### src/tcoc_defines.svh
// Register indices, field positions, reset values and counts of the timer core.
// Assumes inclusion by bare name; definitions only.
`ifndef TCOC_DEFINES_SVH
`define TCOC_DEFINES_SVH

// ----------------------------------------
// Register indices (byte address = 4 * index)
// ----------------------------------------
`define TCOC_IDX_SELECT   6'h00
`define TCOC_IDX_FORCE    6'h01
`define TCOC_IDX_MASK7    6'h02
`define TCOC_IDX_DATA7    6'h03
`define TCOC_IDX_CNTH     6'h04
`define TCOC_IDX_CNTL     6'h05
`define TCOC_IDX_SCR1     6'h06
`define TCOC_IDX_TOV      6'h07
`define TCOC_IDX_ACTH     6'h08
`define TCOC_IDX_ACTL     6'h09
`define TCOC_IDX_FLG1     6'h0E
`define TCOC_IDX_FLG2     6'h0F
`define TCOC_IDX_TC_FIRST 6'h10
`define TCOC_IDX_TC_LAST  6'h1F
`define TCOC_IDX_PULSE_ACCUM_FLAG_REG    6'h21
`define TCOC_IDX_PACH     6'h22
`define TCOC_IDX_PACL     6'h23

// ----------------------------------------
// Fields and values
// ----------------------------------------
`define TCOC_BIT_TEN      7
`define TCOC_BIT_SWAI     6
`define TCOC_BIT_SFRZ     5
`define TCOC_BIT_FFCA     4
`define TCOC_BIT_TOF      7
`define TCOC_BIT_PULSE_ACCUM_OVERFLOW_FLAG    1
`define TCOC_BIT_PULSE_ACCUM_EDGE_FLAG     0
`define TCOC_RST_BYTE     8'h00
`define TCOC_RST_WORD     16'h0000
`define TCOC_CNT_MAX      16'hFFFF
`define TCOC_PA_DIV_LAST  6'h3F
`define TCOC_RESP_OKAY    2'h0
`define TCOC_RESP_SLVERR  2'h2

`endif

### src/tcoc_pkg.sv
// Types shared by the timer core.
// Assumes tcoc_defines.svh supplies the numeric constants.
package tcoc_pkg;

  typedef struct packed {
    logic enable;
    logic stopInWait;
    logic stopInFreeze;
    logic fastFlagClear;
  } tcoc_ctrl_type;

  typedef enum logic [1:0] {
    WR_IDLE = 2'b01,
    WR_RESP = 2'b10
  } tcoc_wrstate_type;

  typedef enum logic [1:0] {
    ACT_NONE   = 2'b00,
    ACT_TOGGLE = 2'b01,
    ACT_CLEAR  = 2'b10,
    ACT_SET    = 2'b11
  } tcoc_action_type;

endpackage

### src/tcoc_timer.sv
// Eight-channel 16-bit timer core: counter, compare actions, stop controls,
// fast flag clearing and an AXI4-Lite register slave.
// Assumes one bus clock, synchronous active-low reset, mode inputs synchronous.
//
// Operation
// - Channel 7 compare copies masked data bits onto the port pins.
// - Main counter is sixteen bits and counts upward.
// - Counter writes are ignored unless test mode is active.
// - First period after a counter write may be short or long.
// - Enable bit low stops prescaler, counter and accumulator clock.
// - No divide-by-64 accumulator clock while the timer is inactive.
// - Stop-in-wait halts timer and accumulator clock in wait mode.
// - Stop-in-freeze halts the counter only while frozen.
// - Fast clear: capture read or compare write clears channel flag.
// - Fast clear: any counter byte access clears overflow flag.
// - Fast clear: accumulator count access clears both accumulator flags.
// - Toggle-on-overflow toggles compare pins on counter overflow.
// - Overflow toggle beats forced compare, yields to channel 7.
// - Mode/level pair: none, toggle, clear, set.
// - Nonzero mode/level pair makes the pin a compare output when the channel's select bit is set.
// - Masked pins take their level from the channel 7 data bit.
// - Channel 7 compare wins over channels 6 to 0 on a pin.
// - Overflow flag sets when counter wraps from maximum to zero.
//
// Design decision made here: register access over AXI4-Lite.
`include "tcoc_defines.svh"

module tcoc_timer
  import tcoc_pkg::*;
#(
  parameter int PRESCALE_DIV = 1,
  parameter int ADDR_W = 8
) (
  input wire logic clk,
  input wire logic rst_n,
  input wire logic [ADDR_W-1:0] awaddr,
  input wire logic awvalid,
  output logic awready,
  input wire logic [31:0] wdata,
  input wire logic [3:0] wstrb,
  input wire logic wvalid,
  output logic wready,
  output logic [1:0] bresp,
  output logic bvalid,
  input wire logic bready,
  input wire logic [ADDR_W-1:0] araddr,
  input wire logic arvalid,
  output logic arready,
  output logic [31:0] rdata,
  output logic [1:0] rresp,
  output logic rvalid,
  input wire logic rready,
  input wire logic testMode,
  input wire logic waitMode,
  input wire logic freezeMode,
  input wire logic paOverflowEvent,
  input wire logic paEdgeEvent,
  output logic [7:0] timerPinOut,
  output logic [7:0] timerPinOe,
  output logic paClockTick
);

  // ----------------------------------------
  // Helpers
  // ----------------------------------------
  function automatic logic idxMapped(input logic [5:0] idx);
    idxMapped = (idx <= `TCOC_IDX_ACTH + 6'h01) || idx == `TCOC_IDX_FLG1 ||
                idx == `TCOC_IDX_FLG2 ||
                (idx >= `TCOC_IDX_TC_FIRST && idx <= `TCOC_IDX_TC_LAST) ||
                (idx >= `TCOC_IDX_PULSE_ACCUM_FLAG_REG && idx <= `TCOC_IDX_PACL);
  endfunction

  function automatic logic idxIsChan(input logic [5:0] idx, input logic [2:0] ch);
    idxIsChan = idx >= `TCOC_IDX_TC_FIRST && idx <= `TCOC_IDX_TC_LAST && idx[3:1] == ch;
  endfunction

  function automatic logic applyAction(input logic [1:0] act, input logic cur);
    case (act)
      ACT_TOGGLE: applyAction = ~cur;
      ACT_CLEAR: applyAction = 1'b0;
      ACT_SET: applyAction = 1'b1;
      default: applyAction = cur;
    endcase
  endfunction

  // ----------------------------------------
  // State
  // ----------------------------------------
  tcoc_wrstate_type wrState_r;
  tcoc_ctrl_type ctrl_r;
  logic awHeld_r, wHeld_r, wStrb0_r;
  logic [5:0] wrIdx_r;
  logic [7:0] wrByte_r;
  logic awready_r, wready_r, bvalid_r, arready_r, rvalid_r;
  logic [1:0] bresp_r, rresp_r;
  logic [31:0] rdata_r;
  logic [7:0] select_r, mask7_r, data7_r, tov_r, chFlag_r, pinOut_r, pinOe_r;
  logic [15:0] actMode_r;
  logic [15:0] cnt_r;
  logic [15:0] tc_r [8];
  logic [7:0] preCnt_r;
  logic [5:0] pulse_accum_count_r;
  logic tof_r, pulse_accum_overflow_flag_r, pulse_accum_edge_flag_r, paTick_r;

  logic wrFire, wrEn, rdFire;
  logic [5:0] rdIdx;
  logic moduleActive, counting, tick, overflow;
  logic [15:0] cntInc;
  logic [7:0] hit, forceVec, chClr;
  logic c7Fire;

  assign rdIdx = araddr[7:2];
  assign wrFire = (wrState_r == WR_IDLE) && awHeld_r && wHeld_r;
  assign wrEn = wrFire && wStrb0_r;
  assign rdFire = arvalid && arready_r;

  // ----------------------------------------
  // AXI4-Lite write channel
  // ----------------------------------------
  always_ff @(posedge clk) begin
    if (!rst_n) begin
      wrState_r <= WR_IDLE;
      awHeld_r <= 1'b0;
      wHeld_r <= 1'b0;
      awready_r <= 1'b1;
      wready_r <= 1'b1;
      bvalid_r <= 1'b0;
      bresp_r <= `TCOC_RESP_OKAY;
      wrIdx_r <= 6'h00;
      wrByte_r <= `TCOC_RST_BYTE;
      wStrb0_r <= 1'b0;
    end else begin
      case (wrState_r)
        WR_IDLE: begin
          if (awvalid && awready_r) begin
            wrIdx_r <= awaddr[7:2];
            awHeld_r <= 1'b1;
            awready_r <= 1'b0;
          end
          if (wvalid && wready_r) begin
            wrByte_r <= wdata[7:0];
            wStrb0_r <= wstrb[0];
            wHeld_r <= 1'b1;
            wready_r <= 1'b0;
          end
          if (wrFire) begin
            bvalid_r <= 1'b1;
            bresp_r <= idxMapped(wrIdx_r) ? `TCOC_RESP_OKAY : `TCOC_RESP_SLVERR;
            wrState_r <= WR_RESP;
          end
        end
        WR_RESP: begin
          if (bready) begin
            bvalid_r <= 1'b0;
            awHeld_r <= 1'b0;
            wHeld_r <= 1'b0;
            awready_r <= 1'b1;
            wready_r <= 1'b1;
            wrState_r <= WR_IDLE;
          end
        end
        default: wrState_r <= WR_IDLE;
      endcase
    end
  end

  // ----------------------------------------
  // AXI4-Lite read channel
  // ----------------------------------------
  always_ff @(posedge clk) begin
    if (!rst_n) begin
      arready_r <= 1'b1;
      rvalid_r <= 1'b0;
      rdata_r <= 32'h0000_0000;
      rresp_r <= `TCOC_RESP_OKAY;
    end else if (rdFire) begin
      arready_r <= 1'b0;
      rvalid_r <= 1'b1;
      rresp_r <= idxMapped(rdIdx) ? `TCOC_RESP_OKAY : `TCOC_RESP_SLVERR;
      if (rdIdx == `TCOC_IDX_SELECT) begin
        rdata_r <= {24'h000000, select_r};
      end else if (rdIdx == `TCOC_IDX_MASK7) begin
        rdata_r <= {24'h000000, mask7_r};
      end else if (rdIdx == `TCOC_IDX_DATA7) begin
        rdata_r <= {24'h000000, data7_r};
      end else if (rdIdx == `TCOC_IDX_CNTH) begin
        rdata_r <= {24'h000000, cnt_r[15:8]};
      end else if (rdIdx == `TCOC_IDX_CNTL) begin
        rdata_r <= {24'h000000, cnt_r[7:0]};
      end else if (rdIdx == `TCOC_IDX_SCR1) begin
        rdata_r <= {24'h000000, ctrl_r, 4'h0};
      end else if (rdIdx == `TCOC_IDX_TOV) begin
        rdata_r <= {24'h000000, tov_r};
      end else if (rdIdx == `TCOC_IDX_ACTH) begin
        rdata_r <= {24'h000000, actMode_r[15:8]};
      end else if (rdIdx == `TCOC_IDX_ACTL) begin
        rdata_r <= {24'h000000, actMode_r[7:0]};
      end else if (rdIdx == `TCOC_IDX_FLG1) begin
        rdata_r <= {24'h000000, chFlag_r};
      end else if (rdIdx == `TCOC_IDX_FLG2) begin
        rdata_r <= {24'h000000, tof_r, 7'h00};
      end else if (rdIdx >= `TCOC_IDX_TC_FIRST && rdIdx <= `TCOC_IDX_TC_LAST) begin
        rdata_r <= {24'h000000, rdIdx[0] ? tc_r[rdIdx[3:1]][7:0] : tc_r[rdIdx[3:1]][15:8]};
      end else if (rdIdx == `TCOC_IDX_PULSE_ACCUM_FLAG_REG) begin
        rdata_r <= {30'h00000000, pulse_accum_overflow_flag_r, pulse_accum_edge_flag_r};
      end else begin
        // Force register, accumulator count and holes read zero
        rdata_r <= 32'h0000_0000;
      end
    end else if (rvalid_r && rready) begin
      rvalid_r <= 1'b0;
      arready_r <= 1'b1;
    end
  end

  // ----------------------------------------
  // Configuration registers
  // ----------------------------------------
  always_ff @(posedge clk) begin
    if (!rst_n) begin
      select_r <= `TCOC_RST_BYTE;
      mask7_r <= `TCOC_RST_BYTE;
      data7_r <= `TCOC_RST_BYTE;
      ctrl_r <= '0;
      tov_r <= `TCOC_RST_BYTE;
      actMode_r <= `TCOC_RST_WORD;
    end else if (wrEn) begin
      if (wrIdx_r == `TCOC_IDX_SELECT) begin
        select_r <= wrByte_r;
      end else if (wrIdx_r == `TCOC_IDX_MASK7) begin
        mask7_r <= wrByte_r;
      end else if (wrIdx_r == `TCOC_IDX_DATA7) begin
        data7_r <= wrByte_r;
      end else if (wrIdx_r == `TCOC_IDX_SCR1) begin
        ctrl_r <= wrByte_r[`TCOC_BIT_TEN:`TCOC_BIT_FFCA];
      end else if (wrIdx_r == `TCOC_IDX_TOV) begin
        tov_r <= wrByte_r;
      end else if (wrIdx_r == `TCOC_IDX_ACTH) begin
        actMode_r[15:8] <= wrByte_r;
      end else if (wrIdx_r == `TCOC_IDX_ACTL) begin
        actMode_r[7:0] <= wrByte_r;
      end
    end
  end

  always_ff @(posedge clk) begin
    if (!rst_n) begin
      for (int i = 0; i < 8; i++) begin
        tc_r[i] <= `TCOC_RST_WORD;
      end
    end else if (wrEn && wrIdx_r >= `TCOC_IDX_TC_FIRST && wrIdx_r <= `TCOC_IDX_TC_LAST) begin
      if (wrIdx_r[0]) begin
        tc_r[wrIdx_r[3:1]][7:0] <= wrByte_r;
      end else begin
        tc_r[wrIdx_r[3:1]][15:8] <= wrByte_r;
      end
    end
  end

  // ----------------------------------------
  // Prescaler and counter
  // ----------------------------------------
  // enable gate
  assign moduleActive = ctrl_r.enable && !(waitMode && ctrl_r.stopInWait);
  assign counting = moduleActive && !(freezeMode && ctrl_r.stopInFreeze);
  assign tick = counting && (preCnt_r == 8'(PRESCALE_DIV - 1));
  assign cntInc = cnt_r + 16'h0001;
  assign overflow = tick && (cnt_r == `TCOC_CNT_MAX);

  // Counter writes leave the prescaler alone, so the next period is uneven
  always_ff @(posedge clk) begin
    if (!rst_n) begin
      preCnt_r <= 8'h00;
    end else if (counting) begin
      preCnt_r <= tick ? 8'h00 : preCnt_r + 8'h01;
    end
  end

  always_ff @(posedge clk) begin
    if (!rst_n) begin
      cnt_r <= `TCOC_RST_WORD;
    end else if (wrEn && testMode && wrIdx_r == `TCOC_IDX_CNTH) begin
      cnt_r[15:8] <= wrByte_r;
    end else if (wrEn && testMode && wrIdx_r == `TCOC_IDX_CNTL) begin
      cnt_r[7:0] <= wrByte_r;
    end else if (tick) begin
      cnt_r <= cntInc;
    end
  end

  always_ff @(posedge clk) begin
    if (!rst_n) begin
      pulse_accum_count_r <= 6'h00;
      paTick_r <= 1'b0;
    end else begin
      paTick_r <= moduleActive && (pulse_accum_count_r == `TCOC_PA_DIV_LAST);
      if (moduleActive) begin
        pulse_accum_count_r <= pulse_accum_count_r + 6'h01;
      end
    end
  end

  // ----------------------------------------
  // Compare events and flags
  // ----------------------------------------
  always_comb begin
    for (int i = 0; i < 8; i++) begin
      hit[i] = tick && select_r[i] && (cntInc == tc_r[i]);
      chClr[i] = (wrEn && wrIdx_r == `TCOC_IDX_FLG1 && wrByte_r[i]) ||
                 (ctrl_r.fastFlagClear && select_r[i] && wrFire &&
                  idxIsChan(wrIdx_r, 3'(i))) ||
                 (ctrl_r.fastFlagClear && !select_r[i] && rdFire &&
                  idxIsChan(rdIdx, 3'(i)));
    end
  end

  assign forceVec = (wrEn && wrIdx_r == `TCOC_IDX_FORCE) ? (wrByte_r & select_r) : 8'h00;
  assign c7Fire = hit[7] || forceVec[7];

  // Set wins over a clear in the same cycle
  always_ff @(posedge clk) begin
    if (!rst_n) begin
      chFlag_r <= `TCOC_RST_BYTE;
    end else begin
      chFlag_r <= hit | (chFlag_r & ~chClr);
    end
  end

  always_ff @(posedge clk) begin
    if (!rst_n) begin
      tof_r <= 1'b0;
    end else if (overflow) begin
      tof_r <= 1'b1;
    end else if ((wrEn && wrIdx_r == `TCOC_IDX_FLG2 && wrByte_r[`TCOC_BIT_TOF]) ||
                 (ctrl_r.fastFlagClear &&
                  ((wrFire && (wrIdx_r == `TCOC_IDX_CNTH || wrIdx_r == `TCOC_IDX_CNTL)) ||
                   (rdFire && (rdIdx == `TCOC_IDX_CNTH || rdIdx == `TCOC_IDX_CNTL))))) begin
      tof_r <= 1'b0;
    end
  end

  logic paClr, paOvfWr, paIfWr;
  assign paClr = ctrl_r.fastFlagClear &&
                 ((wrFire && (wrIdx_r == `TCOC_IDX_PACH || wrIdx_r == `TCOC_IDX_PACL)) ||
                  (rdFire && (rdIdx == `TCOC_IDX_PACH || rdIdx == `TCOC_IDX_PACL)));
  assign paOvfWr = wrEn && wrIdx_r == `TCOC_IDX_PULSE_ACCUM_FLAG_REG && wrByte_r[`TCOC_BIT_PULSE_ACCUM_OVERFLOW_FLAG];
  assign paIfWr = wrEn && wrIdx_r == `TCOC_IDX_PULSE_ACCUM_FLAG_REG && wrByte_r[`TCOC_BIT_PULSE_ACCUM_EDGE_FLAG];

  always_ff @(posedge clk) begin
    if (!rst_n) begin
      pulse_accum_overflow_flag_r <= 1'b0;
      pulse_accum_edge_flag_r <= 1'b0;
    end else begin
      pulse_accum_overflow_flag_r <= paOverflowEvent || (pulse_accum_overflow_flag_r && !(paClr || paOvfWr));
      pulse_accum_edge_flag_r <= paEdgeEvent || (pulse_accum_edge_flag_r && !(paClr || paIfWr));
    end
  end

  // ----------------------------------------
  // Pin actions
  // ----------------------------------------
  always_ff @(posedge clk) begin
    if (!rst_n) begin
      pinOut_r <= `TCOC_RST_BYTE;
      pinOe_r <= `TCOC_RST_BYTE;
    end else begin
      for (int b = 0; b < 8; b++) begin
        pinOe_r[b] <= select_r[b] && ((actMode_r[2*b+:2] != ACT_NONE) || mask7_r[b]);
        if (c7Fire && mask7_r[b]) begin
          pinOut_r[b] <= data7_r[b];
        end else if (overflow && tov_r[b] && select_r[b]) begin
          pinOut_r[b] <= ~pinOut_r[b];
        end else if (hit[b] || forceVec[b]) begin
          pinOut_r[b] <= applyAction(actMode_r[2*b+:2], pinOut_r[b]);
        end
      end
    end
  end

  // ----------------------------------------
  // Outputs
  // ----------------------------------------
  assign awready = awready_r;
  assign wready = wready_r;
  assign bresp = bresp_r;
  assign bvalid = bvalid_r;
  assign arready = arready_r;
  assign rdata = rdata_r;
  assign rresp = rresp_r;
  assign rvalid = rvalid_r;
  assign timerPinOut = pinOut_r;
  assign timerPinOe = pinOe_r;
  assign paClockTick = paTick_r;

endmodule

### config.mk
export PLATFORM = sky130hd
export DESIGN_NAME = tcoc_timer
export DESIGN_NICKNAME = d
export VERILOG_FILES = /design/src/tcoc_pkg.sv /design/src/tcoc_timer.sv
export VERILOG_INCLUDE_DIRS = /design/src
export SDC_FILE = /design/constraint.sdc
export NUM_CORES = 1
export LEC_CHECK = 0
export BUFFER_PORTS_ARGS = -buffer_cell sky130_fd_sc_hd__buf_2
export CORE_UTILIZATION = 55
export DETAILED_ROUTE_END_ITERATION = 10
export PLACE_DENSITY = 0.74
export SLEW_MARGIN = 20
export SYNTH_ARGS = -nofsm -noshare
export SYNTH_HDL_FRONTEND = slang
export SYNTH_SLANG_ARGS = --single-unit
### constraint.sdc
create_clock -name clk -period 4.8 [get_ports clk]
set_input_delay 1.44 -clock clk [delete_from_list [all_inputs] [get_ports clk]]
set_output_delay 1.44 -clock clk [all_outputs]
set_load 0.05 [all_outputs]
==> flow_summary_export.csv, run 1 <==
group,metric,value,unit
status,status,"complete, no violations",
clocking,holdBufCountCts,0,
final_layout,multi_input_area,0.00914,mm²
clocking,clock_sinks,272,
grt,grt_pass1_vias,13400,
synthesis,async_reset_ff_share,0,%
synthesis,synth-edff-count,128,
clocking,post-cts-setup-buffers,0,
clocking,cts_tree,"built",
die,die_h,175,µm
timing,period_share,86.4,%
clocking,cts.clk_slew.worst_paths,60,ps
final_layout,fin_nets,1834,
power,peakVddDrop,0.232,mV
die,pin_count,122,
clocking,cts-root-buf,"clkbuf_16",
synthesis,synth_flop_cell,"dfxtp_1",
critical_path,r2r_end,"timerPinOut[0]",
die,die_x,175,µm
place,port_buffers,64,
power,intPower,3.94,mW
drt,post_drt_wl_per_cell,26.5,µm
place,hpwl,41700,µm
power,power_switching,1.45,mW
power,p_per_area,295,mW/mm²
synthesis,yosysSeqAreaShare,40.7,%
timing,setup_violations,0,
timing,max_freq,0.241,GHz
die,initial_utilization,55.8,%
grt,gr-total-overflow,0,
synthesis,synth.avg_cell_area,9.59,µm²
synthesis,ys_warn_count,0,
synthesis,synthCells,1724,
drt,drc,0,
drt,drt_first_pass_iters,8,
final_layout,final_layout_size_suffix_gt1_share,14.9,%
power,leakage,6.69,nW
min_path,whs_path_depth,2,
critical_path,r2r_cells,12,
place,gp_congestion,1.06,
drt,drtIter0Drc,2138,
power,seqPwrFrac,47.7,%
die,coreArea,0.0296,mm²
critical_path,criticalPathCategory,"reg2reg",
final_layout,stdcell_area,0.0183,mm²
power,p_sw_share,26.8,%
drt,antenna_left,0,
timing,rsz0062_at_grt,"false",
drt,finalWirelength,57700,µm
critical_path,crit_required,5280,ps
critical_path,critPathArrivalTime,4620,ps
final_layout,top_register,"tc_r",
clocking,cts_resized,0,
clocking,max-clock-path-buffers,3,
final_layout,n_antenna_cell,0,
place,place_area,0.0173,mm²
final_layout,largest_reg_flops,128,
grt,antenna_found_initial,1,
timing,final-max-slew-violation-count,0,
synthesis,synth-seq-cells,272,
critical_path,start_kind,"flip-flop",
final_layout,fillCellCount,2500,
critical_path,rr_startpoint,"cnt_r[1]",
timing,tns,0,ps
critical_path,ff2ff_setup_slack,650,ps
critical_path,crit_fanout,10,
clocking,cts_inserted_buffers,29,
timing,clock_skew,14.6,ps
critical_path,end_kind,"flip-flop",
clocking,htree_levels,1,
grt,grt_max_degree,76,
timing,slew_headroom,28.6,%
min_path,hold_end,"rdata[3]",
die,std_cell_rows,63,
min_path,hp-class,"reg2reg",
grt,grt_util_all_layers,37.6,%
drt,num_vias,14400,
final_layout,largest_registers,"tc_r: 128 flops, actMode_r: 16 flops, cnt_r: 16 flops",
final_layout,synthToLayoutAreaGrowth,10.5,%
min_path,min_from,"rdata[3]",
power,power_frac_clock,42.3,%
timing,worst_slew_pin_slew,1070,ps
power,p_comb_share,10.0,%
final_layout,seq_area,0.00673,mm²
die,dieArea,0.0308,mm²
timing,period_minus_slack,4150,ps
synthesis,synthesis.area,0.0165,mm²
flow_run,cap_violations,0,
grt,grt_pass1_wl,85800,µm
clocking,clkLatencyLatePin,590,ps
drt,via_per_inst,6.61,
timing,hold_viol_final,0,
synthesis,ys_types,90,
how the worst max path moves through the flow:
| stage | start | to | slack (ps) | cells past startpoint |
|---|---|---|---|---|
| 6_report | cnt_r[1] | timerPinOut[0] | 650 | 12 |
| 5_1_grt | cnt_r[1] | timerPinOut[7] | 590 | 11 |
| 3_3_place_gp | araddr[4] | rdata[5] | 580 | 11 |
| 3_5_place_dp | araddr[4] | rdata[3] | 550 | 10 |
| 2_1_floorplan | araddr[3] | rdata[7] | 990 | 8 |
| 4_1_cts | cnt_r[1] | timerPinOut[0] | 920 | 12 |
synth_stat cells (10+ instances only):
cell type / n / area (µm²)
xnor3_1: 20 / 450
a22oi_1: 10 / 75.1
xnor2_1: 74 / 648
buf_2: 20 / 100
o21ai_0: 56 / 280
clkbuf_1: 93 / 349
mux2i_1: 54 / 541
a211oi_1: 14 / 105
a31oi_1: 15 / 93.8
or3_1: 11 / 68.8
xor2_1: 48 / 420
dfxtp_1: 144 / 2880
o31ai_1: 11 / 82.6
nor3_1: 46 / 230
and3_1: 15 / 93.8
nand2b_1: 26 / 163
nand4_1: 26 / 163
nor2_1: 157 / 589
buf_4: 29 / 218
buf_1: 10 / 37.5
mux4_2: 41 / 923
nand2_1: 146 / 548
and2_1: 140 / 876
nand3_1: 62 / 310
edfxtp_1: 128 / 3840
inv_1: 22 / 82.6
nor3b_1: 11 / 82.6
nor4_1: 17 / 106
a21oi_1: 82 / 410
cell families after synthesis:
group | count (synthesis) | share of synthesized area [%]
buffers and inverters | 175 | 4.78
and+or+nand+nor | 729 | 23.3
DFF | 272 | 40.7
adders and majority gates | 5 | 0.363
xor gates and xnor gates | 146 | 9.65
AOI/OAI and AO/OA | 295 | 11.9
other | 1 | 0.0227
muxes | 101 | 9.26
power by group through the flow:
stage	sequential, mW	combinational [mW]	clock, mW
floorplan	2.61	0.351	0
global placement	2.61	0.517	0
detailed placement	2.61	0.525	0
CTS	2.57	0.526	2.27
global route	2.57	0.564	2.36
finish	2.57	0.539	2.28
cell type report:
class	count	area share, %
Clock buffer	44	4.69
Timing Repair Buffer	138	4.86
Inverter	23	0.479
Sequential cell	272	36.8
Clock inverter	9	0.493
Tap cell	390	2.67
Multi-Input combinational cell	1302	50.0
metrics by stage:
step | setup WS [ps] | power (mW) | hold WS, ps | cells | util, %
2_1_floorplan | 991 | 2.96 | 431 | 1749 | -
3_5_place_dp | 548 | 3.14 | 449 | 2125 | 58.5
3_3_place_gp | 577 | 3.13 | 441 | 2125 | 58.4
6_report | 653 | 5.39 | 457 | 2178 | 61.7
4_1_cts | 918 | 5.37 | 456 | 2178 | 61.6
5_1_grt | 591 | 5.50 | 472 | 2178 | 61.7
per-layer routing:
metal  global-route usage, %  part of all wire [%]  up-vias
met4                    15.7                   4.6        2
li1                        -                     -     6275
met5                       0                 0.023        -
met2                    58.1                    44      922
met3                    6.26                    12      168
met1                    52.5                    40     7026
layout by cell type (no fill, tap or decap), drive strengths merged, types with 30 or more instances in the layout:
| master | netlist | routed |
|---|---|---|
| dfxtp | 144 | 144 |
| nor3 | 50 | 50 |
| xnor2 | 78 | 78 |
| mux2i | 54 | 54 |
| edfxtp | 128 | 128 |
| and2 | 144 | 144 |
| xor2 | 48 | 48 |
| nand4 | 30 | 30 |
| nand3 | 63 | 63 |
| clkbuf | 93 | 44 |
| nor2 | 158 | 158 |
| buf | 59 | 138 |
| nand2 | 147 | 147 |
| o21ai | 57 | 57 |
| a21oi | 82 | 82 |
| mux4 | 41 | 41 |
worst max-delay path: stages (launching register included):
cell and delay (ps):
dfxtp_1 310, buf_4 210, ha_1 440, and4_1 560, nand3_1 380, xnor2_1 530, o221ai_1 210, nor4_1 360
buf_4 220, nand3_1 250, a31oi_1 300, nand3b_1 120, o211a_1 140
Power figures use the tool's default switching activity.
==> run 2, diff against run 1 <==
CORE_ASPECT_RATIO = 1.25   (was unset)
==> flow_summary_export.csv, run 2 (synthesized netlist as in run 1, its figures left out) <==
group,metric,value,unit
status,status,"complete, no violations",
timing,tns,0,ps
clocking,max-clock-path-buffers,3,
final_layout,seq_area,0.00673,mm²
power,p_per_area,298,mW/mm²
die,std_cell_rows,70,
timing,final-max-slew-violation-count,0,
power,seqPwrFrac,46.7,%
timing,setup_violations,0,
grt,antenna_found_initial,1,
power,power_switching,1.47,mW
critical_path,critPathArrivalTime,4650,ps
timing,period_minus_slack,4200,ps
clocking,holdBufCountCts,0,
clocking,htree_levels,1,
final_layout,largest_reg_flops,128,
drt,post_drt_wl_per_cell,27.6,µm
critical_path,crit_fanout,15,
place,hpwl,44100,µm
grt,grt_max_degree,53,
grt,gr-total-overflow,0,
min_path,whs_path_depth,2,
final_layout,synthToLayoutAreaGrowth,11.7,%
final_layout,top_register,"tc_r",
drt,drtIter0Drc,1730,
min_path,min_from,"chFlag_r[3]",
drt,wl_met3,5710,µm
final_layout,final_core_util,62.8,%
clocking,cts-root-buf,"clkbuf_16",
power,p_comb_share,9.9,%
place,gp_congestion,1.05,
final_layout,fin_nets,1846,
grt,grt_util_all_layers,40.3,%
drt,drc,0,
final_layout,final_layout_size_suffix_gt1_share,15.8,%
place,port_buffers,64,
timing,hold_viol_final,0,
die,coreArea,0.0294,mm²
drt,antenna_left,0,
power,leakage,6.80,nW
critical_path,cp-startpoint,"cnt_r[8]",
min_path,hp-class,"reg2reg",
timing,hold_slack,457,ps
clocking,clkLatencyLatePin,600,ps
clocking,post-cts-setup-buffers,0,
critical_path,end_kind,"flip-flop",
place,dp.cells,2143,
drt,num_vias,14500,
power,p_sw_share,26.7,%
die,pin_count,122,
critical_path,start_kind,"flip-flop",
drt,wl_met2,28200,µm
drt,top_layer,"met4",
die,initial_utilization,56.2,%
flow_run,cap_violations,0,
final_layout,fillCellCount,2495,
power,peakVddDrop,0.335,mV
clocking,cts_tree,"built",
critical_path,criticalPathCategory,"reg2reg",
drt,met1_length,21900,µm
power,intPower,4.03,mW
final_layout,fin_cells,2199,
timing,clock_skew,33.7,ps
grt,grt_pass1_vias,13800,
clocking,clock_sinks,272,
drt,drt_first_pass_iters,6,
critical_path,crit_required,5250,ps
timing,period_share,87.4,%
die,dieArea,0.0308,mm²
critical_path,rr_startpoint,"cnt_r[8]",
final_layout,final_common_cell,"nor2_1",
die,die_x,157,µm
timing,max_freq,0.238,GHz
final_layout,multi_input_area,0.00913,mm²
die,die_h,196,µm
timing,rsz0062_at_grt,"false",
power,power_frac_clock,43.4,%
final_layout,final_cell_mix,"157 x nor2_1, 146 x nand2_1, 144 x dfxtp_1",
drt,via_per_inst,6.60,
drt,finalWirelength,60700,µm
final_layout,largest_registers,"tc_r: 128 flops, actMode_r: 16 flops, cnt_r: 16 flops",
timing,worst_slew_pin_slew,1090,ps
critical_path,r2r_cells,9,
timing,slew_headroom,27.0,%
clocking,cts.clk_slew.worst_paths,60,ps
clocking,cts_resized,0,
clocking,cts_inserted_buffers,29,
grt,grt_pass1_wl,89400,µm
[run 2: cell count changes in the layout (fill, tap and decap cells not counted), moves of 3 or more]
cell / delta
buf_4: +11
clkbuf_1: -6
clkbuf_16: +4
o21ai_0: +4
clkbuf_8: -3
clkinv_2: +3
o21ai_1: -3
[run 2: worst paths after layout]
| check | endpoint | slack (ps) |
|---|---|---|
| worst max register to register | timerPinOut[2] | 600 |
| worst min-delay path | chFlag_r[3] | 460 |
| worst max-delay path | timerPinOut[2] | 600 |
| worst min register to register | chFlag_r[3] | 460 |
[run 2: critical path, stage by stage (launching register included)]
cell and delay, ps:
dfxtp_1 870, and4_1 630, nand4_1 480, nand3_1 230, nand3_1 100, nor4_1 740
nand4_1 510, mux2i_1 220, o21ai_0 180, a21oi_1 80
[run 2: power groups by stage]
stage	Clock (mW)	Combinational, mW	Sequential, mW
2_1_floorplan	0	0.351	2.61
3_3_place_gp	0	0.530	2.61
3_5_place_dp	0	0.533	2.61
4_1_cts	2.40	0.536	2.56
5_1_grt	2.49	0.572	2.57
6_report	2.38	0.547	2.57
[run 2: layout make-up]
cell class,instances,share of cell area (%)
Inverter,23,0.474
Timing Repair Buffer,150,5.37
Multi-Input combinational cell,1302,49.5
Tap cell,396,2.68
Sequential cell,272,36.4
Clock inverter,16,0.766
Clock buffer,38,4.80
Antenna cell,2,0.0271
[run 2: per-stage QoR]
stage | cell area (µm²) | setup WS [ps] | power, mW
2_1_floorplan | 16600 | 991 | 2.96
3_3_place_gp | 17400 | 591 | 3.14
3_5_place_dp | 17400 | 597 | 3.15
4_1_cts | 18500 | 913 | 5.50
5_1_grt | 18500 | 593 | 5.63
6_report | 18500 | 605 | 5.50
[run 2: layer usage]
layer | vias to the layer above | GRT usage, %
met5 | - | 0
li1 | 6320 | -
met2 | 937 | 64.3
met4 | 0 | 29.5
met3 | 250 | 6.58
met1 | 6997 | 49.3
==> run 3, diff against run 2 <==
ABC_AREA = 1   (was unset)
==> flow_summary_export.csv, run 3 <==
group,metric,value,unit
clocking,cts_tree,"built",
timing,rsz0062_at_grt,"false",
timing,hold_viol_final,0,
clocking,cts_resized,0,
flow_run,cap_violations,0,
final_layout,top_register,"tc_r",
synthesis,synth-seq-cells,272,
final_layout,final_common_cell,"nand2_1",
final_layout,largest_reg_flops,128,
synthesis,synth_flop_cell,"dfxtp_1",
synthesis,ys_types,56,
final_layout,fillCellCount,2547,
timing,setup_violations,0,
synthesis,synthCells,2170,
final_layout,stdcell_area,0.0171,mm²
grt,gr-total-overflow,0,
drt,drc,0,
die,std_cell_rows,68,
synthesis,synth.most_common_cell,"nand2_1",
place,place_area,0.0162,mm²
critical_path,end_kind,"flip-flop",
timing,hold_slack,457,ps
final_layout,final_layout_size_suffix_gt1_share,9.33,%
grt,grt_max_degree,85,
clocking,cts-root-buf,"clkbuf_16",
final_layout,largest_registers,"tc_r: 128 flops, actMode_r: 16 flops, cnt_r: 16 flops",
synthesis,synth_area_leader_cell,"edfxtp_1",
clocking,max-clock-path-buffers,3,
clocking,clock_sinks,272,
synthesis,synth.avg_cell_area,7.20,µm²
timing,period_share,76.7,%
synthesis,synth_top_area_share,24.6,%
synthesis,yosys-top-cells-area,"edfxtp_1 25%, dfxtp_1 18%, nand2_1 12%",
critical_path,start_kind,"flip-flop",
final_layout,final_cell_mix,"516 x nand2_1, 357 x nor2_1, 202 x inv_1",
grt,grt_pass1_wl,85300,µm
synthesis,ys_warn_count,0,
final_layout,fin_nets,2288,
clocking,htree_levels,1,
drt,drtIter0Drc,1482,
grt,antenna_found_initial,0,
grt,grt_pass1_vias,14600,
die,die_x,153,µm
place,gp_congestion,1.09,
power,leakage,7.22,nW
synthesis,async_reset_ff_share,0,%
clocking,cts_inserted_buffers,28,
status,status,"complete, no violations",
place,port_buffers,64,
final_layout,synthToLayoutAreaGrowth,9.65,%
power,peakVddDrop,0.304,mV
grt,grt_util_all_layers,38.9,%
final_layout,n_antenna_cell,0,
timing,slew_headroom,22.1,%
synthesis,synth-edff-count,128,
die,die_h,190,µm
timing,worst_slew_pin_slew,1160,ps
drt,via_per_inst,5.98,
critical_path,crit_required,5250,ps
drt,finalWirelength,56200,µm
timing,final-max-slew-violation-count,0,
power,p_per_area,309,mW/mm²
critical_path,critPathArrivalTime,4130,ps
drt,post_drt_wl_per_cell,21.7,µm
critical_path,crit_fanout,16,
clocking,post-cts-setup-buffers,0,
die,initial_utilization,56.4,%
die,pin_count,122,
timing,clock_skew,21.0,ps
synthesis,synthesis.area,0.0156,mm²
place,hpwl,41000,µm
clocking,cts.clk_slew.worst_paths,70,ps
timing,tns,0,ps
critical_path,criticalPathCategory,"reg2reg",
drt,drt_first_pass_iters,7,
drt,num_vias,15500,
die,dieArea,0.0291,mm²
synthesis,yosys-top-cells-count,"516 x nand2_1, 357 x nor2_1, 204 x inv_1",
die,coreArea,0.0277,mm²
clocking,holdBufCountCts,0,
timing,period_minus_slack,3680,ps
clocking,clkLatencyLatePin,570,ps
synthesis,yosysSeqAreaShare,43.0,%
timing,max_freq,0.272,GHz
min_path,hp-class,"reg2reg",
drt,antenna_left,0,
-- run 3: report_power, final --
part / switching, mW / internal (mW)
combinational: 0.413 / 0.114
clock: 0.946 / 1.26
sequential: 0.0706 / 2.48
-- run 3: logic make-up (layout without fill, tap and decap cells) --
family | after synthesis | in the layout | share of synthesized area, %
AOI/OAI and AO/OA | 327 | 327 | 11.6
buffers and inverters | 312 | 358 | 8.40
other | 1 | 26 | 0.0240
and+or+nand+nor | 1193 | 1193 | 33.0
DFF | 272 | 272 | 43.0
xor gates and xnor gates | 61 | 61 | 3.63
adders and majority gates | 4 | 4 | 0.320
-- run 3: layout make-up --
type                       instances  area, µm²  share of cell area, %
multi-input combinational       1611       7690                   44.9
tap                              350        438                   2.55
timing repair buffer              98        576                   3.36
inverter                         209        785                   4.58
clock buffer                      42        840                   4.90
clock inverter                     9       86.3                  0.504
sequential                       272       6730                   39.2
-- run 3: stage by stage --
stage | worst slack, ps | cells | utilization [%] | total power, mW
finish | 1120 | 2591 | 61.8 | 5.29
global route | 982 | 2591 | 61.8 | 5.42
CTS | 1250 | 2591 | 61.8 | 5.28
detailed placement | 773 | 2540 | 58.5 | 3.11
global placement | 769 | 2540 | 58.5 | 3.10
floorplan | 1600 | 2195 | - | 2.93
-- run 3: final timing paths --
kind / endpoint / slack [ps] / startpoint / cells after the start
worst max-delay path: timerPinOut[7] / 1120 / cnt_r[1] / 16
worst max register to register: timerPinOut[7] / 1120 / cnt_r[1] / 16
worst min-delay path: wStrb0_r / 460 / wStrb0_r / 2
worst min register to register: wStrb0_r / 460 / wStrb0_r / 2
-- run 3: per-layer routing --
| metal | vias to the layer above | global-route usage, % | wire [µm] |
|---|---|---|---|
| met2 | 922 | 64.5 | 25800 |
| met4 | 0 | 28.9 | 4580 |
| met5 | - | 0 | 0 |
| met1 | 7110 | 45.2 | 20100 |
| met3 | 256 | 7.39 | 5750 |
| li1 | 7213 | - | - |
-- run 3: critical path, cell delays in order (launching register included) --
cell and delay [ps]:
dfxtp_1 530, ha_1 480, nand2_1 220, nand2_1 180, nand2_1 400, nand2_1 210, nand2_1 60, nor2_1 80
nand2_1 50, nor2_1 240, nand4_2 220, nand2_2 340, nand2_1 130, nand2_1 80, o21ai_0 110, a21oi_1 160
nor2_1 60
